**src/rtl/mwc_consts.vh**
```
// Constants for the window and miscellaneous configuration register group.
// Assumes an 8-bit register index bus and a 125 MHz system clock.
`ifndef MWC_CONSTS_VH
`define MWC_CONSTS_VH

////////////////////////////////////////////////////////////////////////////////
// Register indexes
`define MWC_IDX_EXT_HI        8'h6e
`define MWC_IDX_MISC_MEM      8'h6f
`define MWC_IDX_MISC_PIN      8'h70
`define MWC_IDX_WIN_A_DEV     8'h71

////////////////////////////////////////////////////////////////////////////////
// Reset values
`define MWC_RST_EXT_HI        8'h00
`define MWC_RST_MISC_MEM      8'h00
`define MWC_RST_MISC_PIN      8'h00
`define MWC_RST_WIN_A_DEV     8'h00
`define MWC_RDATA_UNMAPPED    8'h00

////////////////////////////////////////////////////////////////////////////////
// Field positions, misc memory/dma/reset register
`define MWC_RANGE_MSB         7
`define MWC_RANGE_LSB         4
`define MWC_BIT_READ_DELAY    3
`define MWC_BIT_DMA_WAIT      2
`define MWC_BIT_CPU_RESET     1
`define MWC_BIT_A20_CTRL      0

// Field positions, misc pin/power register
`define MWC_BIT_GP0_DIR       6
`define MWC_BIT_SW_AC         5

////////////////////////////////////////////////////////////////////////////////
// Device type encoding per page
`define MWC_DEV_ROMDOS        2'h0
`define MWC_DEV_DRAM          2'h1
`define MWC_DEV_RESERVED      2'h2
`define MWC_DEV_BIOS          2'h3

////////////////////////////////////////////////////////////////////////////////
// Timing counts
`define MWC_CPU_RST_CYCLES    16
`define MWC_DMA_WAIT_LONG     2
`define MWC_DMA_WAIT_SHORT    1
`define MWC_MEMR_DELAY_CYC    1

`endif

```
**src/rtl/mwc_cpu_reset_pulse.v**
```verilog
// Rising-edge triggered CPU reset pulse generator.
// Assumes the processor clock runs on i_sys_clk; the pulse length is a count of it.
`include "mwc_consts.vh"

module mwc_cpu_reset_pulse #(
  parameter PULSE_CYCLES = `MWC_CPU_RST_CYCLES
) (
  input  wire i_sys_clk,
  input  wire i_resetn,
  input  wire i_clk_en,
  input  wire i_trigger_bit,
  output reg  o_cpu_reset
);

  reg       prev_bit_r;
  reg [5:0] count_r;

  ////////////////////////////////////////////////////////////////////////////
  // Edge detect and countdown; a level held at 1 never retriggers
  always @(posedge i_sys_clk) begin
    if (!i_resetn) begin
      prev_bit_r  <= 1'b0;
      count_r     <= 6'h00;
      o_cpu_reset <= 1'b0;
    end else if (i_clk_en) begin
      prev_bit_r <= i_trigger_bit;
      if (i_trigger_bit && !prev_bit_r) begin
        count_r     <= PULSE_CYCLES[5:0] - 6'h01;
        o_cpu_reset <= 1'b1;
      end else if (count_r != 6'h00) begin
        count_r <= count_r - 6'h01;
      end else begin
        o_cpu_reset <= 1'b0;
      end
    end
  end

endmodule

```
**src/rtl/mwc_regs.v**
```verilog
// Window address extension, device select and miscellaneous control registers.
// Assumes a same-clock register master, pins synchronised here, and the
// region select bit and memory size coming from neighbouring register blocks.
`include "mwc_consts.vh"

module mwc_regs #(
  parameter RST_CYCLES = `MWC_CPU_RST_CYCLES
) (
  input  wire       i_sys_clk,
  input  wire       i_resetn,
  input  wire       i_clk_en,
  // Register port
  input  wire [7:0] i_addr,
  input  wire [7:0] i_wdata,
  input  wire       i_wr,
  input  wire       i_rd,
  output reg  [7:0] o_rdata,
  // Region select bit from the window B control register
  input  wire       i_region_select_bit,
  // Address extension copies and window A device types
  output reg  [7:0] o_ext_hi_win_a,
  output reg  [7:0] o_ext_hi_win_b,
  output reg  [3:0] o_win_a_romdos,
  output reg  [3:0] o_win_a_dram,
  output reg  [3:0] o_win_a_bios,
  // Direct memory cycle steering
  input  wire [4:0] i_onboard_mb,
  input  wire       i_mem_req,
  input  wire       i_window_cycle,
  input  wire [3:0] i_mem_addr_mb,
  output reg        o_to_dram,
  output reg        o_to_isa,
  output reg        o_onboard_off,
  // DMA transfer timing
  input  wire       i_dma_start,
  output reg        o_dma_memr,
  output reg        o_dma_wait,
  output reg        o_dma_done,
  // CPU reset and A20
  output wire       o_cpu_reset,
  input  wire       i_cpu_a20_a,
  input  wire       i_port92_bit0,
  input  wire       i_a20_gate_pin,
  output reg        o_a20,
  // General pin 0
  input  wire       i_gp_pin0,
  input  wire       i_gp_pin0_data,
  output reg        o_gp_pin0,
  output reg        o_gp_pin0_oe_n,
  output reg        o_gp_pin0_in,
  // Power manager inputs
  input  wire       i_ac_power_pin,
  input  wire [4:0] i_battery_low_pins_n,
  output reg        o_pm_ac_power,
  output reg  [4:0] o_pm_battery_low_n
);

  // DMA sequencer states, one-hot
  localparam [3:0] ST_IDLE  = 4'b0001;
  localparam [3:0] ST_DELAY = 4'b0010;
  localparam [3:0] ST_WAIT  = 4'b0100;
  localparam [3:0] ST_DONE  = 4'b1000;

  // Wait counts at the width of the counter they load
  localparam [1:0] WAIT_LONG  = `MWC_DMA_WAIT_LONG;
  localparam [1:0] WAIT_SHORT = `MWC_DMA_WAIT_SHORT;

  reg [7:0] ext_hi_a_r;
  reg [7:0] ext_hi_b_r;
  reg [7:0] misc_mem_r;
  reg [7:0] misc_pin_r;
  reg [7:0] win_a_dev_r;
  reg [3:0] state_r;
  reg [3:0] state_nxt;
  reg [1:0] wait_cnt_r;
  reg [1:0] wait_cnt_nxt;
  reg [1:0] a20_pin_s_r;
  reg [1:0] gp0_s_r;
  reg [1:0] ac_s_r;
  reg [4:0] bl0_s_r;
  reg [4:0] bl1_s_r;
  reg [3:0] romdos_nxt;
  reg [3:0] dram_nxt;
  reg [3:0] bios_nxt;
  integer   pg;

  wire [3:0] range_mb   = misc_mem_r[`MWC_RANGE_MSB:`MWC_RANGE_LSB];
  wire       wr_ext     = i_wr && (i_addr == `MWC_IDX_EXT_HI);
  wire       range_full = ({1'b0, range_mb} >= i_onboard_mb);
  wire [4:0] dram_limit = i_onboard_mb - {1'b0, range_mb};

  ////////////////////////////////////////////////////////////////////////////
  // Helpers

  // True when a page's two-bit device field holds the given code
  function is_dev;
    input [7:0] field;
    input [1:0] page;
    input [1:0] code;
    begin
      is_dev = (field[{page, 1'b1}] == code[1]) && (field[{page, 1'b0}] == code[0]);
    end
  endfunction

  ////////////////////////////////////////////////////////////////////////////
  // Register writes; the extension register has one copy per window
  always @(posedge i_sys_clk) begin
    if (!i_resetn) begin
      ext_hi_a_r  <= `MWC_RST_EXT_HI;
      ext_hi_b_r  <= `MWC_RST_EXT_HI;
      misc_mem_r  <= `MWC_RST_MISC_MEM;
      misc_pin_r  <= `MWC_RST_MISC_PIN;
      win_a_dev_r <= `MWC_RST_WIN_A_DEV;
    end else if (i_clk_en && i_wr) begin
      if (wr_ext && !i_region_select_bit) begin
        ext_hi_a_r <= i_wdata;
      end
      if (wr_ext && i_region_select_bit) begin
        ext_hi_b_r <= i_wdata;
      end
      if (i_addr == `MWC_IDX_MISC_MEM) begin
        misc_mem_r <= i_wdata;
      end
      if (i_addr == `MWC_IDX_MISC_PIN) begin
        misc_pin_r <= i_wdata;
      end
      if (i_addr == `MWC_IDX_WIN_A_DEV) begin
        win_a_dev_r <= i_wdata;
      end
    end
  end

  ////////////////////////////////////////////////////////////////////////////
  // Read port; data stands only in the cycle after the strobe
  always @(posedge i_sys_clk) begin
    if (!i_resetn) begin
      o_rdata <= `MWC_RDATA_UNMAPPED;
    end else if (i_clk_en) begin
      if (i_rd) begin
        case (i_addr)
          `MWC_IDX_EXT_HI:    o_rdata <= i_region_select_bit ? ext_hi_b_r : ext_hi_a_r;
          `MWC_IDX_MISC_MEM:  o_rdata <= misc_mem_r;
          `MWC_IDX_MISC_PIN:  o_rdata <= misc_pin_r;
          `MWC_IDX_WIN_A_DEV: o_rdata <= win_a_dev_r;
          default:            o_rdata <= `MWC_RDATA_UNMAPPED;
        endcase
      end else begin
        o_rdata <= `MWC_RDATA_UNMAPPED;
      end
    end
  end

  ////////////////////////////////////////////////////////////////////////////
  // Pin synchronisers; only the second stage feeds any logic
  always @(posedge i_sys_clk) begin
    if (!i_resetn) begin
      a20_pin_s_r <= 2'h0;
      gp0_s_r     <= 2'h0;
      ac_s_r      <= 2'h0;
      bl0_s_r     <= 5'h1f;
      bl1_s_r     <= 5'h1f;
    end else if (i_clk_en) begin
      a20_pin_s_r <= {a20_pin_s_r[0], i_a20_gate_pin};
      gp0_s_r     <= {gp0_s_r[0], i_gp_pin0};
      ac_s_r      <= {ac_s_r[0], i_ac_power_pin};
      bl0_s_r     <= i_battery_low_pins_n;
      bl1_s_r     <= bl0_s_r;
    end
  end

  ////////////////////////////////////////////////////////////////////////////
  // Device type decode per page of window A
  always @* begin
    romdos_nxt = 4'h0;
    dram_nxt   = 4'h0;
    bios_nxt   = 4'h0;
    for (pg = 0; pg < 4; pg = pg + 1) begin
      romdos_nxt[pg] = is_dev(win_a_dev_r, pg[1:0], `MWC_DEV_ROMDOS);
      dram_nxt[pg]   = is_dev(win_a_dev_r, pg[1:0], `MWC_DEV_DRAM);
      bios_nxt[pg]   = is_dev(win_a_dev_r, pg[1:0], `MWC_DEV_BIOS);
    end
  end

  ////////////////////////////////////////////////////////////////////////////
  // Registered copies of configuration and pin-facing outputs
  always @(posedge i_sys_clk) begin
    if (!i_resetn) begin
      o_ext_hi_win_a     <= `MWC_RST_EXT_HI;
      o_ext_hi_win_b     <= `MWC_RST_EXT_HI;
      o_win_a_romdos     <= 4'hf;
      o_win_a_dram       <= 4'h0;
      o_win_a_bios       <= 4'h0;
      o_a20              <= 1'b0;
      o_gp_pin0          <= 1'b0;
      o_gp_pin0_oe_n     <= 1'b1;
      o_gp_pin0_in       <= 1'b0;
      o_pm_ac_power      <= 1'b0;
      o_pm_battery_low_n <= 5'h1f;
    end else if (i_clk_en) begin
      o_ext_hi_win_a <= ext_hi_a_r;
      o_ext_hi_win_b <= ext_hi_b_r;
      o_win_a_romdos <= romdos_nxt;
      o_win_a_dram   <= dram_nxt;
      o_win_a_bios   <= bios_nxt;
      // A20 passes through while any of the three enables is high
      o_a20 <= i_cpu_a20_a && (misc_mem_r[`MWC_BIT_A20_CTRL] || i_port92_bit0 || a20_pin_s_r[1]);
      o_gp_pin0      <= i_gp_pin0_data;
      o_gp_pin0_oe_n <= ~misc_pin_r[`MWC_BIT_GP0_DIR];
      o_gp_pin0_in   <= gp0_s_r[1];
      o_pm_ac_power  <= ac_s_r[1] || misc_pin_r[`MWC_BIT_SW_AC];
      // Battery pins bypass the software AC bit entirely
      o_pm_battery_low_n <= bl1_s_r;
    end
  end

  ////////////////////////////////////////////////////////////////////////////
  // Direct cycle steering; answer one cycle after the request
  always @(posedge i_sys_clk) begin
    if (!i_resetn) begin
      o_to_dram     <= 1'b0;
      o_to_isa      <= 1'b0;
      o_onboard_off <= 1'b0;
    end else if (i_clk_en) begin
      // A zero range leaves the full on-board size for DRAM
      o_onboard_off <= (range_mb != 4'h0) && range_full;
      if (i_mem_req && range_mb != 4'h0 && range_full) begin
        o_to_dram <= 1'b0;
        o_to_isa  <= 1'b1;
      end else if (i_mem_req && !i_window_cycle) begin
        o_to_dram <= ({1'b0, i_mem_addr_mb} < dram_limit);
        o_to_isa  <= ({1'b0, i_mem_addr_mb} >= dram_limit);
      end else begin
        o_to_dram <= 1'b0;
        o_to_isa  <= 1'b0;
      end
    end
  end

  ////////////////////////////////////////////////////////////////////////////
  // DMA sequencer: optional strobe delay, then one or two wait cycles
  always @* begin
    state_nxt    = state_r;
    wait_cnt_nxt = wait_cnt_r;
    case (state_r)
      ST_IDLE: begin
        if (i_dma_start) begin
          wait_cnt_nxt = misc_mem_r[`MWC_BIT_DMA_WAIT] ? WAIT_LONG : WAIT_SHORT;
          state_nxt    = misc_mem_r[`MWC_BIT_READ_DELAY] ? ST_DELAY : ST_WAIT;
        end
      end
      ST_DELAY: begin
        state_nxt = ST_WAIT;
      end
      ST_WAIT: begin
        wait_cnt_nxt = wait_cnt_r - 2'h1;
        if (wait_cnt_r == 2'h1) begin
          state_nxt = ST_DONE;
        end
      end
      ST_DONE: begin
        state_nxt = ST_IDLE;
      end
      default: begin
        state_nxt    = ST_IDLE;
        wait_cnt_nxt = 2'h0;
      end
    endcase
  end

  // Outputs follow the next state so they leave flip-flops in step with it
  always @(posedge i_sys_clk) begin
    if (!i_resetn) begin
      state_r    <= ST_IDLE;
      wait_cnt_r <= 2'h0;
      o_dma_memr <= 1'b0;
      o_dma_wait <= 1'b0;
      o_dma_done <= 1'b0;
    end else if (i_clk_en) begin
      state_r    <= state_nxt;
      wait_cnt_r <= wait_cnt_nxt;
      o_dma_memr <= (state_nxt == ST_WAIT) || (state_nxt == ST_DONE);
      o_dma_wait <= (state_nxt == ST_DELAY) || (state_nxt == ST_WAIT);
      o_dma_done <= (state_nxt == ST_DONE);
    end
  end

  ////////////////////////////////////////////////////////////////////////////
  // CPU reset pulse from the reset bit
  mwc_cpu_reset_pulse #(
    .PULSE_CYCLES (RST_CYCLES)
  ) u_cpu_reset (
    .i_sys_clk     (i_sys_clk),
    .i_resetn      (i_resetn),
    .i_clk_en      (i_clk_en),
    .i_trigger_bit (misc_mem_r[`MWC_BIT_CPU_RESET]),
    .o_cpu_reset   (o_cpu_reset)
  );

endmodule

```
**config.mk**
```make
export PLATFORM = sky130hd
export DESIGN_NAME = mwc_regs
export DESIGN_NICKNAME = d
export VERILOG_FILES = /design/src/rtl/mwc_cpu_reset_pulse.v /design/src/rtl/mwc_regs.v
export VERILOG_INCLUDE_DIRS = /design/src /design/src/rtl
export SDC_FILE = /design/constraint.sdc
export NUM_CORES = 1
export LEC_CHECK = 0
export BUFFER_PORTS_ARGS = -buffer_cell sky130_fd_sc_hd__buf_2
export CAP_MARGIN = 20
export CORE_MARGIN = 5
export CORE_UTILIZATION = 42
export DETAILED_ROUTE_END_ITERATION = 16
export PLACE_DENSITY = 0.74
export SETUP_SLACK_MARGIN = 0.05
export SYNTH_ARGS = -nofsm -noshare
export SYNTH_HDL_FRONTEND = slang
export SYNTH_HIERARCHICAL = 1
export SYNTH_SLANG_ARGS = --single-unit
export TNS_END_PERCENT = 50
```
**constraint.sdc**
```tcl
create_clock -name i_sys_clk -period 5.2 [get_ports i_sys_clk]
set_input_delay 0.52 -clock i_sys_clk [delete_from_list [all_inputs] [get_ports i_sys_clk]]
set_output_delay 0.52 -clock i_sys_clk [all_outputs]
set_load 0.02 [all_outputs]
```
==> reports/summary.log, run 1 <==
[status] status complete, no violations
[cts] Max clock buf depth 2
[routing] routed length on met3 628 microns
[sta] slew at the pin closest to its max-slew limit 1057 ps
[placement] post-DP HPWL 9303 microns
[worst_setup_path] startpoint kind of the worst setup timing path flip-flop
[finish] non-filler cells, final 829
[cts] clock tree from TritonCTS built
[logic_synthesis] async set-or-reset flop fraction in the synthesized netlist 0%
[logic_synthesis] FF+latch count, synth 122
[sta] Final Skew 8.022 ps
[logic_synthesis] Synth area leader dfxtp_1
[routing] iteration count of the initial detailed-routing pass 5
[sta] Final Max Tran Viols 0
[die] number of placed I/O pins 98
[cts] quantity of gates resized following cts 0
[global_routing] vias in the first global route 4,313
[cts] Skew-Pair Late Insertion Delay 410 ps
[pwr] part of the total power dissipated in sequential elements 42.6%
[finish] share of cells above drive strength 1 22.84%
[pwr] Clk network pwr share 46.4%
[global_routing] wire length of the first global-routing pass 21,490 microns
[hold_path] worst hold path stage count 3
[logic_synthesis] Yosys cell types 52
[worst_setup_path] arrival time worst endpoint 2830 ps
[logic_synthesis] post-synthesis xor/xnor area fraction 0.5012%
[worst_setup_path] Reg2Reg Capture Point o_to_dram
[worst_setup_path] Critical Path End Type flip-flop
[worst_setup_path] Critical Path RT 5550 ps
[cts] CTS Root Cell clkbuf_16
[worst_setup_path] Worst path max stage delay 420 ps
[logic_synthesis] count of flip-flops with a built-in enable after synthesis 0
[sta] setup repair after global routing missed its margin no
[cts] CTS H-Tree Depth 4
[routing] final antenna-violating net count 0
[placement] number of buffers inserted by port buffering 97
[worst_setup_path] worst setup slack for register-to-register paths 2720 ps
[worst_setup_path] CP Max Fanout 5
[die] count of standard-cell rows 40
[pwr] Max rail drop VDD 212.4 uV
[sta] number of failing hold endpoints at the final stage 0
[logic_synthesis] dominant synthesized flop cell dfxtp_1
[finish] Antenna Cells 0
[worst_setup_path] Setup CP Type reg2reg
[logic_synthesis] top post-synthesis cells by area dfxtp_1 47%, mux2i_1 13%, nor2_1 5.0%, nand2_1 3.7%, o21ai_0 2.9%
[logic_synthesis] fraction of the mapped netlist area in adder cells 3.007%
[worst_setup_path] Slowest cell on crit path dfxtp_1
[routing] met2 layer wire length in the routed design 6344 microns
[die] Die Footprint 0.01482 sq mm
[routing] average wire length per cell after detail routing 15.88 microns
[sta] setup TNS 0 ps
[routing] vias 4,393
[pwr] power per cell area 367.3 mW/mm^2
[pwr] internal power 1.763 mW
[logic_synthesis] number of warnings issued by yosys 6
[sta] final clock period utilization by the worst path 47.64%
[cts] hold buffer count at cts 0
[finish] Area growth syn-to-layout 21.22%
[pwr] combinational power share 11.0%
[logic_synthesis] area share of and/or/nand/nor cells after synthesis 17.64%
[sta] Slew Limit Headroom 29.52%
[placement] weighted congestion reported at the end of routability-driven placement 0.8191
[sta] fin crit period 2477 ps
[finish] number of nets in the layout 706
[cts] post-CTS setup buffers 0
[cts] clock-pin transition on the worst setup and hold timing paths 50 ps
[hold_path] type of the most critical hold path in2reg
[sta] total of endpoints with negative setup slack in the final report 0
[die] Die W 121.7 microns
[logic_synthesis] complex-gate fraction of the synthesized area 14.03%
[logic_synthesis] most numerous cell types in the synthesized netlist 122 x dfxtp_1, 70 x nor2_1, 66 x mux2i_1
[pwr] sw frac 24.45%
[logic_synthesis] Mean Syn Cell Area 9.295 sq um
[global_routing] total routing usage reported by global routing 18.25%
[routing] Total Routed Length 13,160 microns
[cts] CTS Sinks 122
[pwr] static leakage 2.810 nW
[job] max capacitance violation total 0
[logic_synthesis] share of Yosys cell area claimed by the top area cell type 46.59%
[global_routing] initial antenna violation count 1
[routing] routed length on met1 5974 microns
[worst_setup_path] depth of the worst register-to-register path 10
[sta] Highest Clock Rate 0.4037 GHz
[hold_path] source of the worst hold timing path i_battery_low_pins_n[1]
[routing] DRC violation count after routing 0
[worst_setup_path] cell family contributing the most delay on the critical path compound AO/OA/AOI/OAI gates
[logic_synthesis] synthesized instance count 564
[die] Die Y-Extent 121.7 microns
[routing] via count normalized by instance count 5.299
[pwr] net switching component of the power 0.5706 mW
[worst_setup_path] critical path cell sequence inv_1 > ha_1 > nor2b_1 > o31a_1 > a21o_1 > ha_1 > a21oi_1 > o21ai_0 > a221oi_1 > a21o_1
[logic_synthesis] post-synthesis net count 621
[worst_setup_path] number of buffers and inverters on the critical path 1
[logic_synthesis] main combinational cell family by area after synthesis simple AND/OR/NAND/NOR gates
[routing] Highest Signal Layer met5
[logic_synthesis] share of the yosys chip area belonging to registers 46.59%
[placement] placed instance count 798
[die] initial core utilization 43.29%
[logic_synthesis] cell with the most instances after synthesis dfxtp_1
[routing] DRC violation total after the first TritonRoute iteration 392
[cts] clock buffers created by TritonCTS 17
[global_routing] pin count of the biggest net entering global routing 85
[logic_synthesis] synthesized cell area 0.005243 sq mm
[hold_path] Min-Delay Endpoint bl0_s_r[1]
[worst_setup_path] worst flop-to-flop path startpoint misc_mem_r[5]
[global_routing] GR Overflow Total 0
[die] Core Footprint 0.01211 sq mm
[logic_synthesis] mux contribution to synthesized area 14.32%
[finish] final core utilization 52.47%
[sequential cells by signal, summed over array words and instances (netlist names), 5 cells and up]
register             count
bl0_s_r                  5
o_ext_hi_win_a           8
ext_hi_a_r               8
o_ext_hi_win_b           8
u_cpu_reset/count_r      6
misc_pin_r               8
misc_mem_r               8
o_rdata                  8
o_pm_battery_low_n       5
bl1_s_r                  5
ext_hi_b_r               8
is_dev.field             8
[worst reg2reg max path: stages, from the launching register on]
cell and delay (ps):
dfxtp_1 420, inv_1 80, ha_1 290, nor2b_1 150, o31a_1 260, a21o_1 180, ha_1 290, a21oi_1 160
o21ai_0 120, a221oi_1 350, a21o_1 120
[how the worst max path moves through the flow]
stage,from,to,slack [ps],depth (start not counted)
after floorplan,i_onboard_mb[0],o_to_dram,2850,10
after global placement,i_clk_en,ext_hi_a_r[3],2430,5
after detailed placement,i_clk_en,ext_hi_a_r[5],2350,5
after CTS,misc_mem_r[5],o_to_dram,2710,10
after global routing,misc_mem_r[5],o_to_dram,2540,10
final,misc_mem_r[5],o_to_dram,2720,10
[through the flow]
stage                     cell area [sq um]  worst slack (ps)  hold WS (ps)  power (mW)
after floorplan                        5243              2848         438.3       1.193
after global placement                 5807              2430         429.4       1.252
after detailed placement               5807              2350         440.4       1.267
after CTS                              6355              2709         313.8       2.347
after global routing                   6355              2537         320.8       2.425
final                                  6355              2723         323.9       2.334
[cell type report]
class	count	area, sq um
flip-flops and latches	122	2442
fillers	1155	5757
inverters	15	56.30
clock buffers	23	478.0
multi-input cells	394	2595
well taps	168	210.2
clock inverters	8	70.07
repair buffers	99	503.0
[cells in the final DEF (no fill, tap or decap), types with 14 or more instances in the layout]
master	netlist	layout
a21oi_1	29	29
buf_2	8	96
clkbuf_16	0	17
dfxtp_1	122	122
inv_1	14	14
mux2i_1	66	66
nand2_1	52	52
nand3_1	28	28
nor2_1	70	70
o21ai_0	30	30
[per-layer routing]
layer,GRT usage [%],up-vias
li1,-,2170
met3,4.364,21
met1,23.11,2082
met2,30.47,118
met5,0,-
met4,6.373,2
[power by group through the flow]
stage                     Combinational [mW]  Clock [mW]  Sequential [mW]
final                                  0.256        1.08            0.995
after global routing                   0.284        1.14             1.00
after CTS                              0.254        1.10            0.994
after detailed placement               0.253           0             1.01
after global placement                 0.240           0             1.01
after floorplan                        0.181           0             1.01
[kinds of logic (layout without fill, tap and decap cells)]
logic type               count (synthesis)  after routing
adder cells (fa/ha/maj)                 12             12
AND/OR/NAND/NOR                        193            193
buffers and inverters                   48            145
multiplexers                            74             74
XOR/XNOR                                 3              3
AO/OA/AOI/OAI                          112            112
flip-flops                             122            122
(Power assumes the default switching activity.)
==> run 2: changes to the inputs <==
Settings changed: ABC_AREA set to 1.
Clock period 5.2 ns to 2.5 ns, I/O delays scaled along.
==> reports/summary.log, run 2 <==
[logic_synthesis] top post-synthesis cells by area dfxtp_1 44%, nand2_1 8.4%, a21oi_1 7.7%, nand3_1 6.7%, o21ai_0 5.1%
[pwr] Max rail drop VDD 438.0 uV [+110%]
[finish] area taken by flip-flops and latches 0.002442 sq mm [unchanged]
[sta] Final Max Tran Viols 0 [unchanged]
[worst_setup_path] Reg2Reg Capture Point o_to_isa
[logic_synthesis] dominant synthesized flop cell dfxtp_1
[worst_setup_path] start point of the critical path misc_mem_r[5]
[logic_synthesis] synthesized cell area 0.005493 sq mm [+4.8%]
[routing] DRC violation count after routing 0 [unchanged]
[worst_setup_path] Setup CP Type reg2reg
[logic_synthesis] fraction of the mapped netlist area in adder cells 2.870% [-0.14 points]
[cts] CTS Sinks 122 [unchanged]
[global_routing] initial antenna violation count 0 [-1]
[job] max capacitance violation total 0 [unchanged]
[worst_setup_path] Critical Path End Type flip-flop
[global_routing] pin count of the biggest net entering global routing 50 [-41%]
[sta] Highest Clock Rate 0.4568 GHz [+13%]
[global_routing] wire length of the first global-routing pass 22,780 microns [+6.0%]
[logic_synthesis] Synth area leader dfxtp_1
[placement] post-DP HPWL 9969 microns [+7.2%]
[placement] number of buffers inserted by port buffering 97 [unchanged]
[logic_synthesis] Yosys cell types 36 [-31%]
[cts] clock-pin transition on the worst setup and hold timing paths 50 ps [about the same]
[worst_setup_path] depth of the worst register-to-register path 15 [+5]
[finish] leading cell type in the layout, fill and taps excluded nand2_1
[die] initial core utilization 43.17% [-0.11 points]
[die] count of standard-cell rows 41 [+2.5%]
[finish] Antenna Cells 0 [unchanged]
[logic_synthesis] complex-gate fraction of the synthesized area 19.25% [+5.2 points]
[logic_synthesis] async set-or-reset flop fraction in the synthesized netlist 0% [unchanged]
[finish] Filler cells 1,287 [+11%]
[logic_synthesis] share of Yosys cell area claimed by the top area cell type 44.46% [-2.1 points]
[sta] slew at the pin closest to its max-slew limit 650.7 ps [-406.5 ps]
[routing] average wire length per cell after detail routing 14.13 microns [-11%]
[worst_setup_path] worst setup slack for register-to-register paths 310 ps [-2410 ps]
[hold_path] worst hold path stage count 3 [unchanged]
[cts] CTS H-Tree Depth 4 [unchanged]
[die] number of placed I/O pins 98 [unchanged]
[cts] hold buffer count at cts 0 [unchanged]
[cts] clock tree from TritonCTS built
[finish] Area growth syn-to-layout 22.39%
[cts] CTS Root Cell clkbuf_16
[logic_synthesis] main combinational cell family by area after synthesis simple AND/OR/NAND/NOR gates
[logic_synthesis] post-synthesis net count 775 [+25%]
[cts] post-CTS setup buffers 0 [unchanged]
[pwr] static leakage 2.972 nW [+5.8%]
[sta] fin crit period 2189 ps [-288.1 ps]
[cts] quantity of gates resized following cts 0 [unchanged]
[cts] Skew-Pair Late Insertion Delay 420 ps [about the same]
[die] Die Y-Extent 124.4 microns [+2.2%]
[logic_synthesis] share of the yosys chip area belonging to registers 44.46% [-2.1 points]
[routing] via count normalized by instance count 5.050 [-4.7%]
[logic_synthesis] count of flip-flops with a built-in enable after synthesis 0 [unchanged]
[logic_synthesis] synthesized instance count 718 [+27%]
[logic_synthesis] area share of and/or/nand/nor cells after synthesis 24.72% [+7.1 points]
[worst_setup_path] startpoint kind of the worst setup timing path flip-flop
[routing] vias 4,994 [+14%]
[sta] setup repair after global routing missed its margin no
[routing] iteration count of the initial detailed-routing pass 5 [unchanged]
[placement] weighted congestion reported at the end of routability-driven placement 0.8319 [+1.6%]
[logic_synthesis] cell with the most instances after synthesis nand2_1
[logic_synthesis] post-synthesis xor/xnor area fraction 0.3189% [-0.18 points]
[finish] share of cells above drive strength 1 21.79% [-1.1 points]
[logic_synthesis] Mean Syn Cell Area 7.650 sq um [-18%]
[logic_synthesis] number of warnings issued by yosys 6 [unchanged]
[worst_setup_path] arrival time worst endpoint 2480 ps [-350 ps]
[die] Core Footprint 0.01272 sq mm [+5.0%]
[sta] setup TNS 0 ps [unchanged]
[sta] Hold WS 32.15 ps [-291.7 ps]
[hold_path] source of the worst hold timing path i_battery_low_pins_n[1]
[worst_setup_path] Critical Path RT 2790 ps [-2760 ps]
[finish] commonest cells after routing, fill and taps aside 123 x nand2_1, 122 x dfxtp_1, 97 x buf_2
[global_routing] vias in the first global route 4,516 [+4.7%]
[sta] total of endpoints with negative setup slack in the final report 0 [unchanged]
[sta] Slew Limit Headroom 56.62% [+27 points]
[die] Die Footprint 0.01547 sq mm [+4.4%]
[global_routing] GR Overflow Total 0 [unchanged]
[sta] number of failing hold endpoints at the final stage 0 [unchanged]
[worst_setup_path] CP Max Fanout 4 [-1]
[sta] final clock period utilization by the worst path 87.56% [+40 points]
[pwr] power per cell area 830.0 mW/mm^2 [+130%]
[logic_synthesis] FF+latch count, synth 122 [unchanged]
[worst_setup_path] worst flop-to-flop path startpoint misc_mem_r[5]
[cts] Max clock buf depth 2 [unchanged]
[cts] clock buffers created by TritonCTS 17 [unchanged]
[die] Die W 124.4 microns [+2.2%]
[logic_synthesis] mux contribution to synthesized area 0% [-14 points]
[sta] Final Skew 6.279 ps [-1.743 ps]
[routing] final antenna-violating net count 0 [unchanged]
[routing] DRC violation total after the first TritonRoute iteration 445 [+14%]
[global_routing] total routing usage reported by global routing 18.09% [-0.16 points]
[finish] number of nets in the layout 861 [+22%]
[status] status complete, no violations
[routing] Total Routed Length 13,980 microns [+6.2%]
[pwr] PnR Total Power 5.580 mW [+140%]
[hold_path] type of the most critical hold path in2reg
[hold_path] Min-Delay Endpoint bl0_s_r[1]
[finish] multi-input combinational cell area 0.002592 sq mm [about the same]
[logic_synthesis] most numerous cell types in the synthesized netlist 123 x nand2_1, 122 x dfxtp_1, 85 x a21oi_1
run 2: kinds of logic (layout without fill, tap and decap cells):
family	count (synthesis)	after routing
compound gates	198	198
xor+xnor	2	2
fa+ha+maj	12	12
buf+inv	112	211
flops	122	122
simple gates	272	272
run 2: layer usage:
layer | vias to the layer above | part of all wire (%) | GRT usage, %
met4 | 0 | 1.5 | 5.996
li1 | 2567 | - | -
met3 | 20 | 6.2 | 5.017
met5 | - | 0 | 0
met1 | 2276 | 46 | 23.92
met2 | 131 | 46 | 28.53
run 2: worst max path at each step:
stage	end	slack, ps	cells after the start
2_1_floorplan	o_to_isa	460	15
3_3_place_gp	o_to_isa	330	15
3_5_place_dp	o_to_isa	280	15
4_1_cts	o_to_isa	270	15
5_1_grt	o_to_isa	80	15
6_report	o_to_isa	310	15
run 2: power by group:
| group | internal, mW | total [mW] | switching (mW) |
|---|---|---|---|
| Clock | 1.74 | 2.60 | 0.864 |
| Sequential | 2.05 | 2.13 | 0.0780 |
| Combinational | 0.312 | 0.846 | 0.535 |
| Total | 4.10 | 5.58 | 1.48 |
run 2: area by class of cell:
class	count	area share, %
Sequential cell	122	36.33
Clock buffer	21	6.998
Tap cell	172	3.201
Inverter	78	4.374
Clock inverter	11	2.494
Timing Repair Buffer	101	8.040
Multi-Input combinational cell	484	38.56
run 2: stage by stage:
step	setup slack [ps]	instances	area, sq um	util, %
2_1_floorplan	457.2	718	5493	-
3_3_place_gp	329.8	957	6082	47.81
3_5_place_dp	280.4	957	6082	47.81
4_1_cts	267.2	989	6720	52.82
5_1_grt	79.45	989	6723	52.84
6_report	311.1	989	6723	52.84
run 2: critical path, cell delays in order (launching register included):
cell	delay, ps
dfxtp_1	380
inv_1	90
ha_1	290
nand2_1	60
inv_1	50
a21oi_1	140
xor2_1	170
ha_1	280
nand2_1	70
nand2_1	40
nor2_1	130
nand3_1	90
nand3_1	80
nand2_1	50
nor2_1	90
nor2_1	40
